File: config.mk
export PLATFORM = sky130hd
export DESIGN_NAME = io_status_word_packer
export DESIGN_NICKNAME = d
export VERILOG_FILES = /design/src/io_status_pkg.sv /design/src/io_sync2.sv /design/src/io_page_sel.sv /design/src/io_status_word_packer.sv
export VERILOG_INCLUDE_DIRS = /design/src
export SDC_FILE = /design/constraint.sdc
export NUM_CORES = 1
export LEC_CHECK = 0
export BUFFER_PORTS_ARGS = -buffer_cell sky130_fd_sc_hd__buf_2
export CAP_MARGIN = 5
export CORE_ASPECT_RATIO = 1.4
export CORE_MARGIN = 4
export CORE_UTILIZATION = 40
export CTS_CLUSTER_DIAMETER = 120
export CTS_CLUSTER_SIZE = 14
export DETAILED_ROUTE_END_ITERATION = 10
export PLACE_DENSITY = 0.73
export SYNTH_ARGS = -nofsm -noshare
export SYNTH_HDL_FRONTEND = slang
export SYNTH_SLANG_ARGS = --single-unit
File: constraint.sdc
create_clock -name clk_sys_i -period 1.48 [get_ports clk_sys_i]
set_input_delay 0.074 -clock clk_sys_i [delete_from_list [all_inputs] [get_ports clk_sys_i]]
set_output_delay 0.074 -clock clk_sys_i [all_outputs]
set_load 0.005 [all_outputs]
File: src/io_status_defs.svh
// Bit positions, page count and reset values for the I/O status word packer.
// Assumes inclusion by bare name from the design files that build the words.
`ifndef IO_STATUS_DEFS_SVH
`define IO_STATUS_DEFS_SVH

// ----------------------------------------------------------------------------
// Word layout
// ----------------------------------------------------------------------------
`define IOS_WORD_W 16
`define IOS_GEN_N 5
`define IOS_TR_N 3
`define IOS_BIT_FWD 0
`define IOS_BIT_REV 1
`define IOS_BIT_GEN0 2
`define IOS_BIT_TR0 0
`define IOS_BIT_RLY1 4
`define IOS_BIT_ALARM 8
`define IOS_BIT_LFWD 13
`define IOS_BIT_LREV 14
`define IOS_BIT_LRST 15
`define IOS_WORD_RST 16'h0000

// ----------------------------------------------------------------------------
// Paging
// ----------------------------------------------------------------------------
`define IOS_PAGES 6
`define IOS_PAGE_W 3
`define IOS_PAGE_RST 3'h0
`define IOS_PAGE_LAST 3'h5
`define IOS_PAGE_ONE 3'h1

`endif

File: src/io_status_pkg.sv
// Types shared by the I/O status word packer.
// Assumes the defines header is compiled alongside it.
`default_nettype none
package io_status_pkg;
    // Presentation style for link-received inputs.
    typedef enum logic {
        SHOW_SEGMENTS,
        SHOW_HEX
    } link_view_t;
endpackage
`default_nettype wire

File: src/io_sync2.sv
// Two-flop synchroniser for a vector of pin levels.
// Assumes the inputs are asynchronous to clk_sys_i.
`timescale 1ns/10ps
`default_nettype none
module io_sync2 #(
    parameter int W = 8
) (
    // Clock and reset.
    input wire logic clk_sys_i,
    input wire logic resetn_i,
    // Data.
    input wire logic [W-1:0] async_i,
    output logic [W-1:0] sync_o
);
    logic [W-1:0] meta_q;

    // The first stage feeds only the second stage.
    always_ff @(posedge clk_sys_i or negedge resetn_i)
    begin
        if (!resetn_i)
        begin
            meta_q <= '0;
            sync_o <= '0;
        end
        else
        begin
            meta_q <= async_i;
            sync_o <= meta_q;
        end
    end
endmodule // io_sync2
`default_nettype wire

File: src/io_page_sel.sv
// Page selector for the six-page check view.
// Assumes up and down requests are single-cycle pulses on clk_sys_i.
`include "io_status_defs.svh"
`timescale 1ns/10ps
`default_nettype none
module io_page_sel (
    // Clock and reset.
    input wire logic clk_sys_i,
    input wire logic resetn_i,
    // Requests.
    input wire logic up_i,
    input wire logic down_i,
    // Page.
    output logic [`IOS_PAGE_W-1:0] page_o
);
    // Steps one page per request and wraps at either end; both together hold.
    always_ff @(posedge clk_sys_i or negedge resetn_i)
    begin
        if (!resetn_i)
            page_o <= `IOS_PAGE_RST;
        else if (up_i && !down_i)
            page_o <= (page_o == `IOS_PAGE_LAST) ? `IOS_PAGE_RST : page_o + `IOS_PAGE_ONE;
        else if (down_i && !up_i)
            page_o <= (page_o == `IOS_PAGE_RST) ? `IOS_PAGE_LAST : page_o - `IOS_PAGE_ONE;
    end

    a_page_wrap_up: assert property (@(posedge clk_sys_i) disable iff (!resetn_i)
        (up_i && !down_i && page_o == `IOS_PAGE_LAST) |=> page_o == `IOS_PAGE_RST)
        else $error("page did not wrap upward");
    a_page_range: assert property (@(posedge clk_sys_i) disable iff (!resetn_i)
        page_o <= `IOS_PAGE_LAST)
        else $error("page out of range");
endmodule // io_page_sel
`default_nettype wire

File: src/io_status_word_packer.sv
// Top of the I/O status word packer: terminal, output and link status words.
// Assumes terminal and relay pins are asynchronous, link bits and keypad
// requests come from logic on clk_sys_i, and registers sit behind AXI4-Lite.
`include "io_status_defs.svh"
`timescale 1ns/10ps
`default_nettype none
module io_status_word_packer (
    // Clock and reset.
    input wire logic clk_sys_i,
    input wire logic resetn_i,
    // Terminal block pins, already resolved to active-high.
    input wire logic forward_run_input_i,
    input wire logic reverse_run_input_i,
    input wire logic [`IOS_GEN_N-1:0] general_inputs_i,
    // Output feedback pins.
    input wire logic [`IOS_TR_N-1:0] transistor_outputs_i,
    input wire logic first_relay_contact_i,
    input wire logic alarm_relay_contact_i,
    // Link command bits, same clock.
    input wire logic link_forward_run_i,
    input wire logic link_reverse_run_i,
    input wire logic [`IOS_GEN_N-1:0] link_general_i,
    input wire logic link_forward_command_i,
    input wire logic link_reverse_command_i,
    input wire logic link_fault_reset_i,
    // Keypad page requests, same clock.
    input wire logic page_up_i,
    input wire logic page_down_i,
    // Display words.
    output logic [`IOS_WORD_W-1:0] terminal_input_word_o,
    output logic [`IOS_WORD_W-1:0] output_word_o,
    output logic [`IOS_WORD_W-1:0] link_input_word_o,
    output logic [`IOS_WORD_W-1:0] link_segments_o,
    output logic link_hex_view_o,
    output logic [`IOS_PAGE_W-1:0] page_o,
    // AXI4-Lite write address.
    input wire logic [7:0] s_axi_awaddr,
    input wire logic s_axi_awvalid,
    output logic s_axi_awready,
    // AXI4-Lite write data.
    input wire logic [31:0] s_axi_wdata,
    input wire logic [3:0] s_axi_wstrb,
    input wire logic s_axi_wvalid,
    output logic s_axi_wready,
    // AXI4-Lite write response.
    output logic [1:0] s_axi_bresp,
    output logic s_axi_bvalid,
    input wire logic s_axi_bready,
    // AXI4-Lite read address.
    input wire logic [7:0] s_axi_araddr,
    input wire logic s_axi_arvalid,
    output logic s_axi_arready,
    // AXI4-Lite read data.
    output logic [31:0] s_axi_rdata,
    output logic [1:0] s_axi_rresp,
    output logic s_axi_rvalid,
    input wire logic s_axi_rready
);
    // ------------------------------------------------------------------------
    // Register map
    // ------------------------------------------------------------------------
    localparam logic [7:0] ADDR_TERM = 8'h00;
    localparam logic [7:0] ADDR_OUT = 8'h04;
    localparam logic [7:0] ADDR_LINK = 8'h08;
    localparam logic [7:0] ADDR_CTRL = 8'h0C;
    localparam logic [7:0] ADDR_PAGE = 8'h10;
    localparam logic [1:0] RESP_OKAY = 2'h0;
    localparam logic [1:0] RESP_SLVERR = 2'h2;
    localparam int SYNC_W = 2 + `IOS_GEN_N + `IOS_TR_N + 2;

    // ------------------------------------------------------------------------
    // Input synchronisation
    // ------------------------------------------------------------------------
    logic [SYNC_W-1:0] pins_s;
    logic fwd_s;
    logic rev_s;
    logic [`IOS_GEN_N-1:0] gen_s;
    logic [`IOS_TR_N-1:0] tr_s;
    logic rly_s;
    logic alarm_s;
    logic [`IOS_PAGE_W-1:0] page_w;
    logic valid_q;

    io_sync2 #(
        .W(SYNC_W)
    ) u_sync (
        .clk_sys_i(clk_sys_i),
        .resetn_i(resetn_i),
        .async_i({alarm_relay_contact_i, first_relay_contact_i, transistor_outputs_i,
                  general_inputs_i, reverse_run_input_i, forward_run_input_i}),
        .sync_o(pins_s)
    );

    // Splits the synchronised vector back into its signals.
    assign {alarm_s, rly_s, tr_s, gen_s, rev_s, fwd_s} = pins_s;

    io_page_sel u_page (
        .clk_sys_i(clk_sys_i),
        .resetn_i(resetn_i),
        .up_i(page_up_i),
        .down_i(page_down_i),
        .page_o(page_w)
    );

    // ------------------------------------------------------------------------
    // Word packing
    // ------------------------------------------------------------------------
    // Places run and general inputs in the shared terminal layout.
    function automatic logic [`IOS_WORD_W-1:0] pack_inputs(
        input logic forward_run_input,
        input logic reverse_run_input,
        input logic [`IOS_GEN_N-1:0] gen
    );
        logic [`IOS_WORD_W-1:0] w;
        w = `IOS_WORD_RST;
        w[`IOS_BIT_FWD] = forward_run_input;
        w[`IOS_BIT_REV] = reverse_run_input;
        w[`IOS_BIT_GEN0 +: `IOS_GEN_N] = gen;
        return w;
    endfunction

    logic [`IOS_WORD_W-1:0] term_d;
    logic [`IOS_WORD_W-1:0] out_d;
    logic [`IOS_WORD_W-1:0] link_d;

    // Builds the three words from current samples, active signal as 1.
    always_comb
    begin
        term_d = pack_inputs(fwd_s, rev_s, gen_s);
        out_d = `IOS_WORD_RST;
        out_d[`IOS_BIT_TR0 +: `IOS_TR_N] = tr_s;
        out_d[`IOS_BIT_RLY1] = rly_s;
        out_d[`IOS_BIT_ALARM] = alarm_s;
        link_d = pack_inputs(link_forward_run_i, link_reverse_run_i, link_general_i);
        link_d[`IOS_BIT_LFWD] = link_forward_command_i;
        link_d[`IOS_BIT_LREV] = link_reverse_command_i;
        link_d[`IOS_BIT_LRST] = link_fault_reset_i;
    end

    // Marks samples valid once the synchroniser has filled.
    logic fill_q;
    always_ff @(posedge clk_sys_i or negedge resetn_i)
    begin
        if (!resetn_i)
        begin
            fill_q <= 1'b0;
            valid_q <= 1'b0;
        end
        else
        begin
            fill_q <= 1'b1;
            valid_q <= fill_q;
        end
    end

    // Refreshes the words every cycle; zero until samples are valid.
    always_ff @(posedge clk_sys_i or negedge resetn_i)
    begin
        if (!resetn_i)
        begin
            terminal_input_word_o <= `IOS_WORD_RST;
            output_word_o <= `IOS_WORD_RST;
            link_input_word_o <= `IOS_WORD_RST;
        end
        else if (valid_q)
        begin
            terminal_input_word_o <= term_d;
            output_word_o <= out_d;
            link_input_word_o <= link_d;
        end
    end

    // ------------------------------------------------------------------------
    // Link presentation and page
    // ------------------------------------------------------------------------
    io_status_pkg::link_view_t view_q;

    // Segment lamps for link inputs light while the bit is 1; blank in hex view.
    always_ff @(posedge clk_sys_i or negedge resetn_i)
    begin
        if (!resetn_i)
        begin
            link_segments_o <= `IOS_WORD_RST;
            link_hex_view_o <= 1'b0;
            page_o <= `IOS_PAGE_RST;
        end
        else
        begin
            link_segments_o <= (view_q == io_status_pkg::SHOW_SEGMENTS && valid_q)
                               ? link_d : `IOS_WORD_RST;
            link_hex_view_o <= (view_q == io_status_pkg::SHOW_HEX);
            page_o <= page_w;
        end
    end

    // ------------------------------------------------------------------------
    // AXI4-Lite slave
    // ------------------------------------------------------------------------
    logic [7:0] awaddr_q;
    logic aw_held_q;
    logic [31:0] wdata_q;
    logic [3:0] wstrb_q;
    logic w_held_q;

    // Latches write address and data in either order.
    always_ff @(posedge clk_sys_i or negedge resetn_i)
    begin
        if (!resetn_i)
        begin
            aw_held_q <= 1'b0;
            w_held_q <= 1'b0;
            awaddr_q <= 8'h00;
            wdata_q <= 32'h0000_0000;
            wstrb_q <= 4'h0;
        end
        else
        begin
            if (s_axi_awvalid && s_axi_awready)
            begin
                aw_held_q <= 1'b1;
                awaddr_q <= s_axi_awaddr;
            end
            else if (aw_held_q && w_held_q)
                aw_held_q <= 1'b0;
            if (s_axi_wvalid && s_axi_wready)
            begin
                w_held_q <= 1'b1;
                wdata_q <= s_axi_wdata;
                wstrb_q <= s_axi_wstrb;
            end
            else if (aw_held_q && w_held_q)
                w_held_q <= 1'b0;
        end
    end

    // Ready is high while a channel has nothing held and no response waits.
    always_ff @(posedge clk_sys_i or negedge resetn_i)
    begin
        if (!resetn_i)
        begin
            s_axi_awready <= 1'b0;
            s_axi_wready <= 1'b0;
        end
        else
        begin
            s_axi_awready <= !(s_axi_awvalid && s_axi_awready) && !aw_held_q && !s_axi_bvalid;
            s_axi_wready <= !(s_axi_wvalid && s_axi_wready) && !w_held_q && !s_axi_bvalid;
        end
    end

    // Commits the write and raises the response.
    always_ff @(posedge clk_sys_i or negedge resetn_i)
    begin
        if (!resetn_i)
        begin
            view_q <= io_status_pkg::SHOW_SEGMENTS;
            s_axi_bvalid <= 1'b0;
            s_axi_bresp <= RESP_OKAY;
        end
        else if (aw_held_q && w_held_q)
        begin
            s_axi_bvalid <= 1'b1;
            s_axi_bresp <= (awaddr_q == ADDR_CTRL) ? RESP_OKAY : RESP_SLVERR;
            if (awaddr_q == ADDR_CTRL && wstrb_q[0])
                view_q <= wdata_q[0] ? io_status_pkg::SHOW_HEX
                                     : io_status_pkg::SHOW_SEGMENTS;
        end
        else if (s_axi_bvalid && s_axi_bready)
            s_axi_bvalid <= 1'b0;
    end

    // Answers a read one cycle after the address is taken.
    always_ff @(posedge clk_sys_i or negedge resetn_i)
    begin
        if (!resetn_i)
        begin
            s_axi_arready <= 1'b0;
            s_axi_rvalid <= 1'b0;
            s_axi_rdata <= 32'h0000_0000;
            s_axi_rresp <= RESP_OKAY;
        end
        else
        begin
            s_axi_arready <= !s_axi_rvalid && !(s_axi_arvalid && s_axi_arready);
            if (s_axi_arvalid && s_axi_arready)
            begin
                s_axi_rvalid <= 1'b1;
                s_axi_rresp <= RESP_OKAY;
                unique case (s_axi_araddr)
                    ADDR_TERM: s_axi_rdata <= {16'h0000, terminal_input_word_o};
                    ADDR_OUT: s_axi_rdata <= {16'h0000, output_word_o};
                    ADDR_LINK: s_axi_rdata <= {16'h0000, link_input_word_o};
                    ADDR_CTRL: s_axi_rdata <= {31'h0000_0000, view_q == io_status_pkg::SHOW_HEX};
                    ADDR_PAGE: s_axi_rdata <= {29'h0000_0000, page_o};
                    default:
                    begin
                        s_axi_rdata <= 32'h0000_0000;
                        s_axi_rresp <= RESP_SLVERR;
                    end
                endcase
            end
            else if (s_axi_rvalid && s_axi_rready)
                s_axi_rvalid <= 1'b0;
        end
    end

    // ------------------------------------------------------------------------
    // Checks
    // ------------------------------------------------------------------------
    a_term_run_bits: assert property (@(posedge clk_sys_i) disable iff (!resetn_i)
        valid_q |=> terminal_input_word_o[1:0] == $past({rev_s, fwd_s}))
        else $error("run bits misplaced in terminal word");
    a_term_general: assert property (@(posedge clk_sys_i) disable iff (!resetn_i)
        valid_q |=> terminal_input_word_o[6:2] == $past(gen_s))
        else $error("general inputs misplaced");
    a_unassigned_zero: assert property (@(posedge clk_sys_i) disable iff (!resetn_i)
        terminal_input_word_o[15:7] == 9'h000 && output_word_o[15:9] == 7'h00
        && output_word_o[7:5] == 3'h0 && output_word_o[3] == 1'b0
        && link_input_word_o[12:7] == 6'h00)
        else $error("unassigned bit set");
    a_out_trans: assert property (@(posedge clk_sys_i) disable iff (!resetn_i)
        valid_q |=> output_word_o[2:0] == $past(tr_s))
        else $error("transistor bits wrong");
    a_out_relay: assert property (@(posedge clk_sys_i) disable iff (!resetn_i)
        valid_q |=> output_word_o[4] == $past(rly_s))
        else $error("relay bit wrong");
    a_out_alarm: assert property (@(posedge clk_sys_i) disable iff (!resetn_i)
        valid_q |=> output_word_o[8] == $past(alarm_s))
        else $error("alarm bit wrong");
    a_link_cmds: assert property (@(posedge clk_sys_i) disable iff (!resetn_i)
        valid_q |=> link_input_word_o[15:13] == $past({link_fault_reset_i,
        link_reverse_command_i, link_forward_command_i}))
        else $error("link command bits wrong");
    a_link_positive: assert property (@(posedge clk_sys_i) disable iff (!resetn_i)
        (valid_q && link_forward_run_i) |=> link_input_word_o[0])
        else $error("link bit inverted");
    a_reset_zero: assert property (@(posedge clk_sys_i) disable iff (!resetn_i)
        !valid_q |=> terminal_input_word_o == 16'h0000 || $past(valid_q))
        else $error("word not zero before first sample");
endmodule // io_status_word_packer
`default_nettype wire

=== Word level (Yosys, flattened, before mapping) ===
Cells that the tools add are included.

* Flip-flop bits (word level): 125
* Bits of input ports: 83
* Output and inout bits: 109

* Add/subtract/negate cells: 2
* Eq/ne operators: 6
* Muxes and demuxes: 16
* Bitwise gates (word level): 1
* Reduce and logical (&&, ||, !) cells: 33

{| class="wikitable"
|+ Operator list
! kind !! count
|-
| $pmux 16 s5 || 1
|-
| $eq 8x4->1 const B || 3
|-
| $mux 16 || 1
|-
| $logic_and 1x1->1 || 15
|-
| $mux 3 || 4
|-
| $reduce_bool 2->1 || 5
|-
| $logic_not 1->1 || 9
|-
| $eq 8x3->1 const B || 1
|-
| $eq 8x5->1 const B || 1
|-
| $logic_not 8->1 || 1
|-
| $mux 1 || 8
|-
| $reduce_or 5->1 || 1
|-
| $mux 2 || 2
|-
| $add 3x1->3 const B || 1
|-
| $eq 3x3->1 const B || 1
|-
| $logic_not 3->1 || 1
|-
| $sub 3x1->3 const B || 1
|-
| $reduce_and 2->1 || 1
|-
| $not 1->1 || 1
|}

=== Longest topological paths before layout ===
* Depth after elaboration: 4
* Mapped depth: 6
* Gate-level depth less buffers: 6

=== Modules after synthesis ===
Synthesis repeated with hierarchy kept, for this count alone.

* Cells, all modules: 296
* Area total of the unflattened synthesis: 3872.5 um2

{| class="wikitable"
|+ Modules (own cells, without submodules)
! module !! instances !! cells each !! area each (um2) !! sequential area each (um2)
|-
| io_status_word_packer || 1 || 249 || 3065.4 || 1726.7
|-
| io_sync2 || 1 || 24 || 600.6 || 600.6
|-
| io_page_sel || 1 || 23 || 206.4 || 75.1
|}

=== Worst setup path after synthesis ===
Ideal clock, no wire load.

* Path type: register to register
* Start: reg awaddr_q[1]
* End: reg view_q
* Setup time: 0.125 ns
* Data arrival time: 1.349 ns
* Path slack: 0.006 ns
* Cell stages (with the launch flop): 5
* Clock period less this slack: 1.474 ns
* Cell sequence: dfrtp_1 > or4_4 > nor2_4 > nand3_2 > mux2_4

* Longest elaborated chain between the ends: 3

{| class="wikitable"
|+ Ends and longest elaborated chain
! what !! line !! RTL
|-
| start: declaration || io_status_word_packer.sv:199 || <nowiki>logic [7:0] awaddr_q;</nowiki>
|-
| start signal: assignment || io_status_word_packer.sv:221 || <nowiki>awaddr_q <= s_axi_awaddr;</nowiki>
|-
| $eq 8x4->1 || io_status_word_packer.sv:264 || <nowiki>if (awaddr_q == ADDR_CTRL && wstrb_q[0])</nowiki>
|-
| $logic_and 1x1->1 || io_status_word_packer.sv:264 ||
|-
| $reduce_and 2->1 (no source line) || n/a ||
|-
| end signal: assignment || io_status_word_packer.sv:256 || <nowiki>view_q <= io_status_pkg::SHOW_SEGMENTS;</nowiki>
|-
| end signal: assignment || io_status_word_packer.sv:265 || <nowiki>view_q <= wdata_q[0] ? io_status_pkg::SHOW_HEX</nowiki>
|-
| end: declaration || io_status_word_packer.sv:176 || <nowiki>io_status_pkg::link_view_t view_q;</nowiki>
|}

No other way between the ends.
A chain may end at the register's enable or synchronous reset.

=== Final worst setup path ===
* Start: reg awaddr_q[6]
* End: reg view_q

The elaborated chain is that of the path after synthesis.

==> key figures <==
Setup path
  – Crit. End Element: register
  – CP max FO: 2
  – Family with the most delay on the worst path: simple AND/OR/NAND/NOR gates
  – CP max stage delay: 550 ps
  – Critical path type: register to register
  – CP startpoint kind: register
  – RR Endpoint: view_q$_DFFE_PN0P_
  – R2R setup slack: -50 ps
  – Slowest cell on crit path: or4_4
  – CP cell instances: or4_4, nor2_4, nand3_2, mux2_4
  – Required @ worst endpoint: 1700 ps
  – FF-to-FF Start: awaddr_q[6]$_DFFE_PN0P_
  – FF-to-FF path depth: 4
  – Crit path buffers/inverters: 0
  – Critical path arrival: 1750 ps

Routing
  – Final WL: 7690 um
  – Pre-antenna DRT Iters: 4
  – Vias per cell: 4.53
  – Residual DRC: 0
  – Routed via count: 2527
  – Initial DRC count: 71
  – Antenna viol nets, final: 0
  – Drt wl/cell: 13.8 um

Floorplan
  – Die footprint: 11400 um2
  – Core Region: 9460 um2
  – Die span in x: 91.4 um
  – Die Span Y: 125 um
  – Initial Util: 41.1%
  – Row count: 42
  – Ports: 192

Timing
  – Worst Hold Margin: 55.5 ps
  – Fin worst setup slack: -53.6 ps
  – Fin crit share: 104%
  – Max-slew headroom: 63.3%
  – Min cycle time layout: 1530 ps
  – Worst-Margin Slew: 549 ps
  – Slew Limit Fails: 0
  – Finish-stage setup viols: 1
  – Max Freq: 652 MHz
  – RSZ-0062 raised after global routing: true
  – Final hold vios: 0
  – Final setup skew: 11.1 ps

Final layout
  – Number of diodes: 0
  – Area Overhead vs Synth: 29.5%
  – Layout cells sized above 1: 37.3%
  – Post-route design area: 5040 um2
  – Net count reported at finish: 527
  – Fin cells: 558

Worst hold path
  – Hold depth: 3
  – Worst Hold Class: input port to register
  – Hold Crit Endpoint: w_held_q$_DFFE_PN0P_
  – Min-delay src: s_axi_wvalid

Job
  – Max cap viols: 0

Power
  – Peak supply drop: 0.555 mV
  – PwrDens: 1360 nW/um2
  – Leakage Power: 2.49 nW

CTS
  – CTS H-Tree Depth: 3
  – Maximum clock path buffer count: 2
  – Num Clock Sinks: 96
  – CTS clk-pin slew, worst paths: 70 ps
  – Clk Latency, worst-skew pair: 330 ps
  – Root buffer cell: clkbuf_16
  – Quantity of gates resized following cts: 0
  – CTS tree: done
  – Total CTS buffers: 9

Global route
  – Total track usage: 13.9%
  – Largest net degree at the start of global routing: 35
  – First-pass GRT wire length: 12700 um
  – Vias in the first global route: 2609
  – Initial antenna violation count: 0
  – Gr ovfl total: 0

Placed design
  – Inst Count DP: 506
  – # port buffers: 102
  – Dpl cell area: 4370 um2
  – GP Congestion: 0.753
  – HPWL Detailed: 5700 um

Status
  – Failing checks: setup timing
  – Outcome: finished, violations left

Logic synthesis
  – Area contributors post-synth: dfrtp_1 62%, buf_4 11%, mux2_2 9.3%
  – Predominant post-synthesis flop cell: dfrtp_1
  – Synth area leader: dfrtp_1
  – Yosys reg bits: 96
  – Avg Cell Area, Syn: 13.2 um2
  – EDFF count, synth: 0
  – Sequential share of the synthesized area: 61.7%
  – Async S/R FF share, synth: 100%
  – Synth cell types: 41
  – Cells after synthesis: 295
  – YS warnings: 0
  – Top-area cell type share of the netlist area: 61.7%
  – Mapped Area: 3890 um2
## report_power, final
group / switching, mW / internal (mW)
logic: 0.509 / 0.611
clock network: 0.950 / 1.41
registers: 0.309 / 3.05
total: 1.77 / 5.07
## metal layers
layer	up-vias	routed length, um	global-route usage (%)
li1	1187	-	-
met2	105	4010	23.9
met1	1227	3020	16.1
met4	0	110	6.22
met5	-	0	0
met3	8	551	3.87
## tightest hold or removal path: stages
cell and delay (ps):
buf_2 70, nand2_1 90, o21ai_0 100
## cell usage after synthesis (2+ instances only)
| cell | instances |
|---|---|
| nand2_1 | 17 |
| buf_4 | 59 |
| a32oi_1 | 2 |
| o31ai_1 | 5 |
| o21ai_0 | 10 |
| a22o_1 | 3 |
| mux2i_1 | 8 |
| and3_1 | 2 |
| conb_1 | 2 |
| nand3_1 | 2 |
| buf_1 | 2 |
| inv_1 | 5 |
| nor2_4 | 2 |
| nor2b_1 | 3 |
| o21ai_1 | 2 |
| mux2_2 | 32 |
| and2_1 | 11 |
| dfrtp_1 | 96 |
| a21oi_1 | 4 |
| or4_4 | 2 |
| nor2_1 | 6 |
## cells in the final DEF (no fill, tap or decap), types with 2 or more instances in the layout
cell type and n:
conb_1 56, mux2_2 32, nand3_1 2, buf_2 101, o31ai_1 5, nor2_4 2, buf_4 7, nand2_1 17
buf_12 2, dlygate4sd3_1 35, or4_4 2, o21ai_1 2, a22o_1 3, clkbuf_8 2, o21ai_0 10, a21oi_1 4
clkbuf_16 9, a32oi_1 2, mux2i_1 8, nor2b_1 3, and2_1 11, dfrtp_1 96, inv_6 2, nor2_1 6
inv_1 5, and3_1 2
## logic make-up (layout without fill, tap and decap cells)
kind of cell	after synthesis	count (layout)	synth area share, %
AO/OA/AOI/OAI	33	33	5.56
XOR/XNOR	1	1	0.225
AND/OR/NAND/NOR	54	54	8.10
adder cells (fa/ha/maj)	1	1	0.321
multiplexers	41	41	11.7
other	2	56	0.193
buffers and inverters	67	166	12.2
flip-flops	96	96	61.7
## what timing repair did
item	CTS	global route
setup buffers	0	1
endpoints found under the hold margin	74	0
hold buffers	35	0
setup endpoints to repair	1	1
pin swaps	0	3
## flip-flops by register name, summed over array words and instances (netlist names), 3 cells and up
name	cells
u_sync.meta_q	12
output_word_o	5
u_page.page_o	3
link_input_word_o	10
page_o	3
link_segments_o	10
u_sync.sync_o	12
terminal_input_word_o	7
awaddr_q	8
s_axi_rdata	11
## final cells by class
| class | count | area, um2 |
|---|---|---|
| multi-input cells | 186 | 1220 |
| repair buffers | 145 | 948 |
| clock buffers | 11 | 253 |
| fillers | 814 | 4420 |
| well taps | 110 | 138 |
| clock inverters | 5 | 61.3 |
| flip-flops and latches | 96 | 2400 |
| inverters | 5 | 18.8 |
## how the worst max path moves through the flow
stage / startpoint / to / slack [ps] / cells after the start
after floorplan: awaddr_q[1]$_DFFE_PN0P_ / view_q$_DFFE_PN0P_ / 6 / 4
after global placement: awaddr_q[1]$_DFFE_PN0P_ / view_q$_DFFE_PN0P_ / -20 / 4
after detailed placement: awaddr_q[1]$_DFFE_PN0P_ / view_q$_DFFE_PN0P_ / -40 / 4
after CTS: awaddr_q[1]$_DFFE_PN0P_ / view_q$_DFFE_PN0P_ / -60 / 4
after global routing: awaddr_q[6]$_DFFE_PN0P_ / view_q$_DFFE_PN0P_ / -90 / 4
final: awaddr_q[6]$_DFFE_PN0P_ / view_q$_DFFE_PN0P_ / -50 / 4
## metrics by stage
stage	setup WS [ps]	utilization, %	total power [mW]	setup TNS [ps]
CTS	-55.6	53.2	6.92	-55.6
finish	-53.6	53.3	6.84	-53.6
global placement	-19.7	46.2	4.39	-19.7
detailed placement	-41.3	46.2	4.47	-41.3
global route	-89.2	53.3	7.22	-89.2
floorplan	5.51	-	4.05	0
Note: power is estimated with default switching activity, not from simulation.
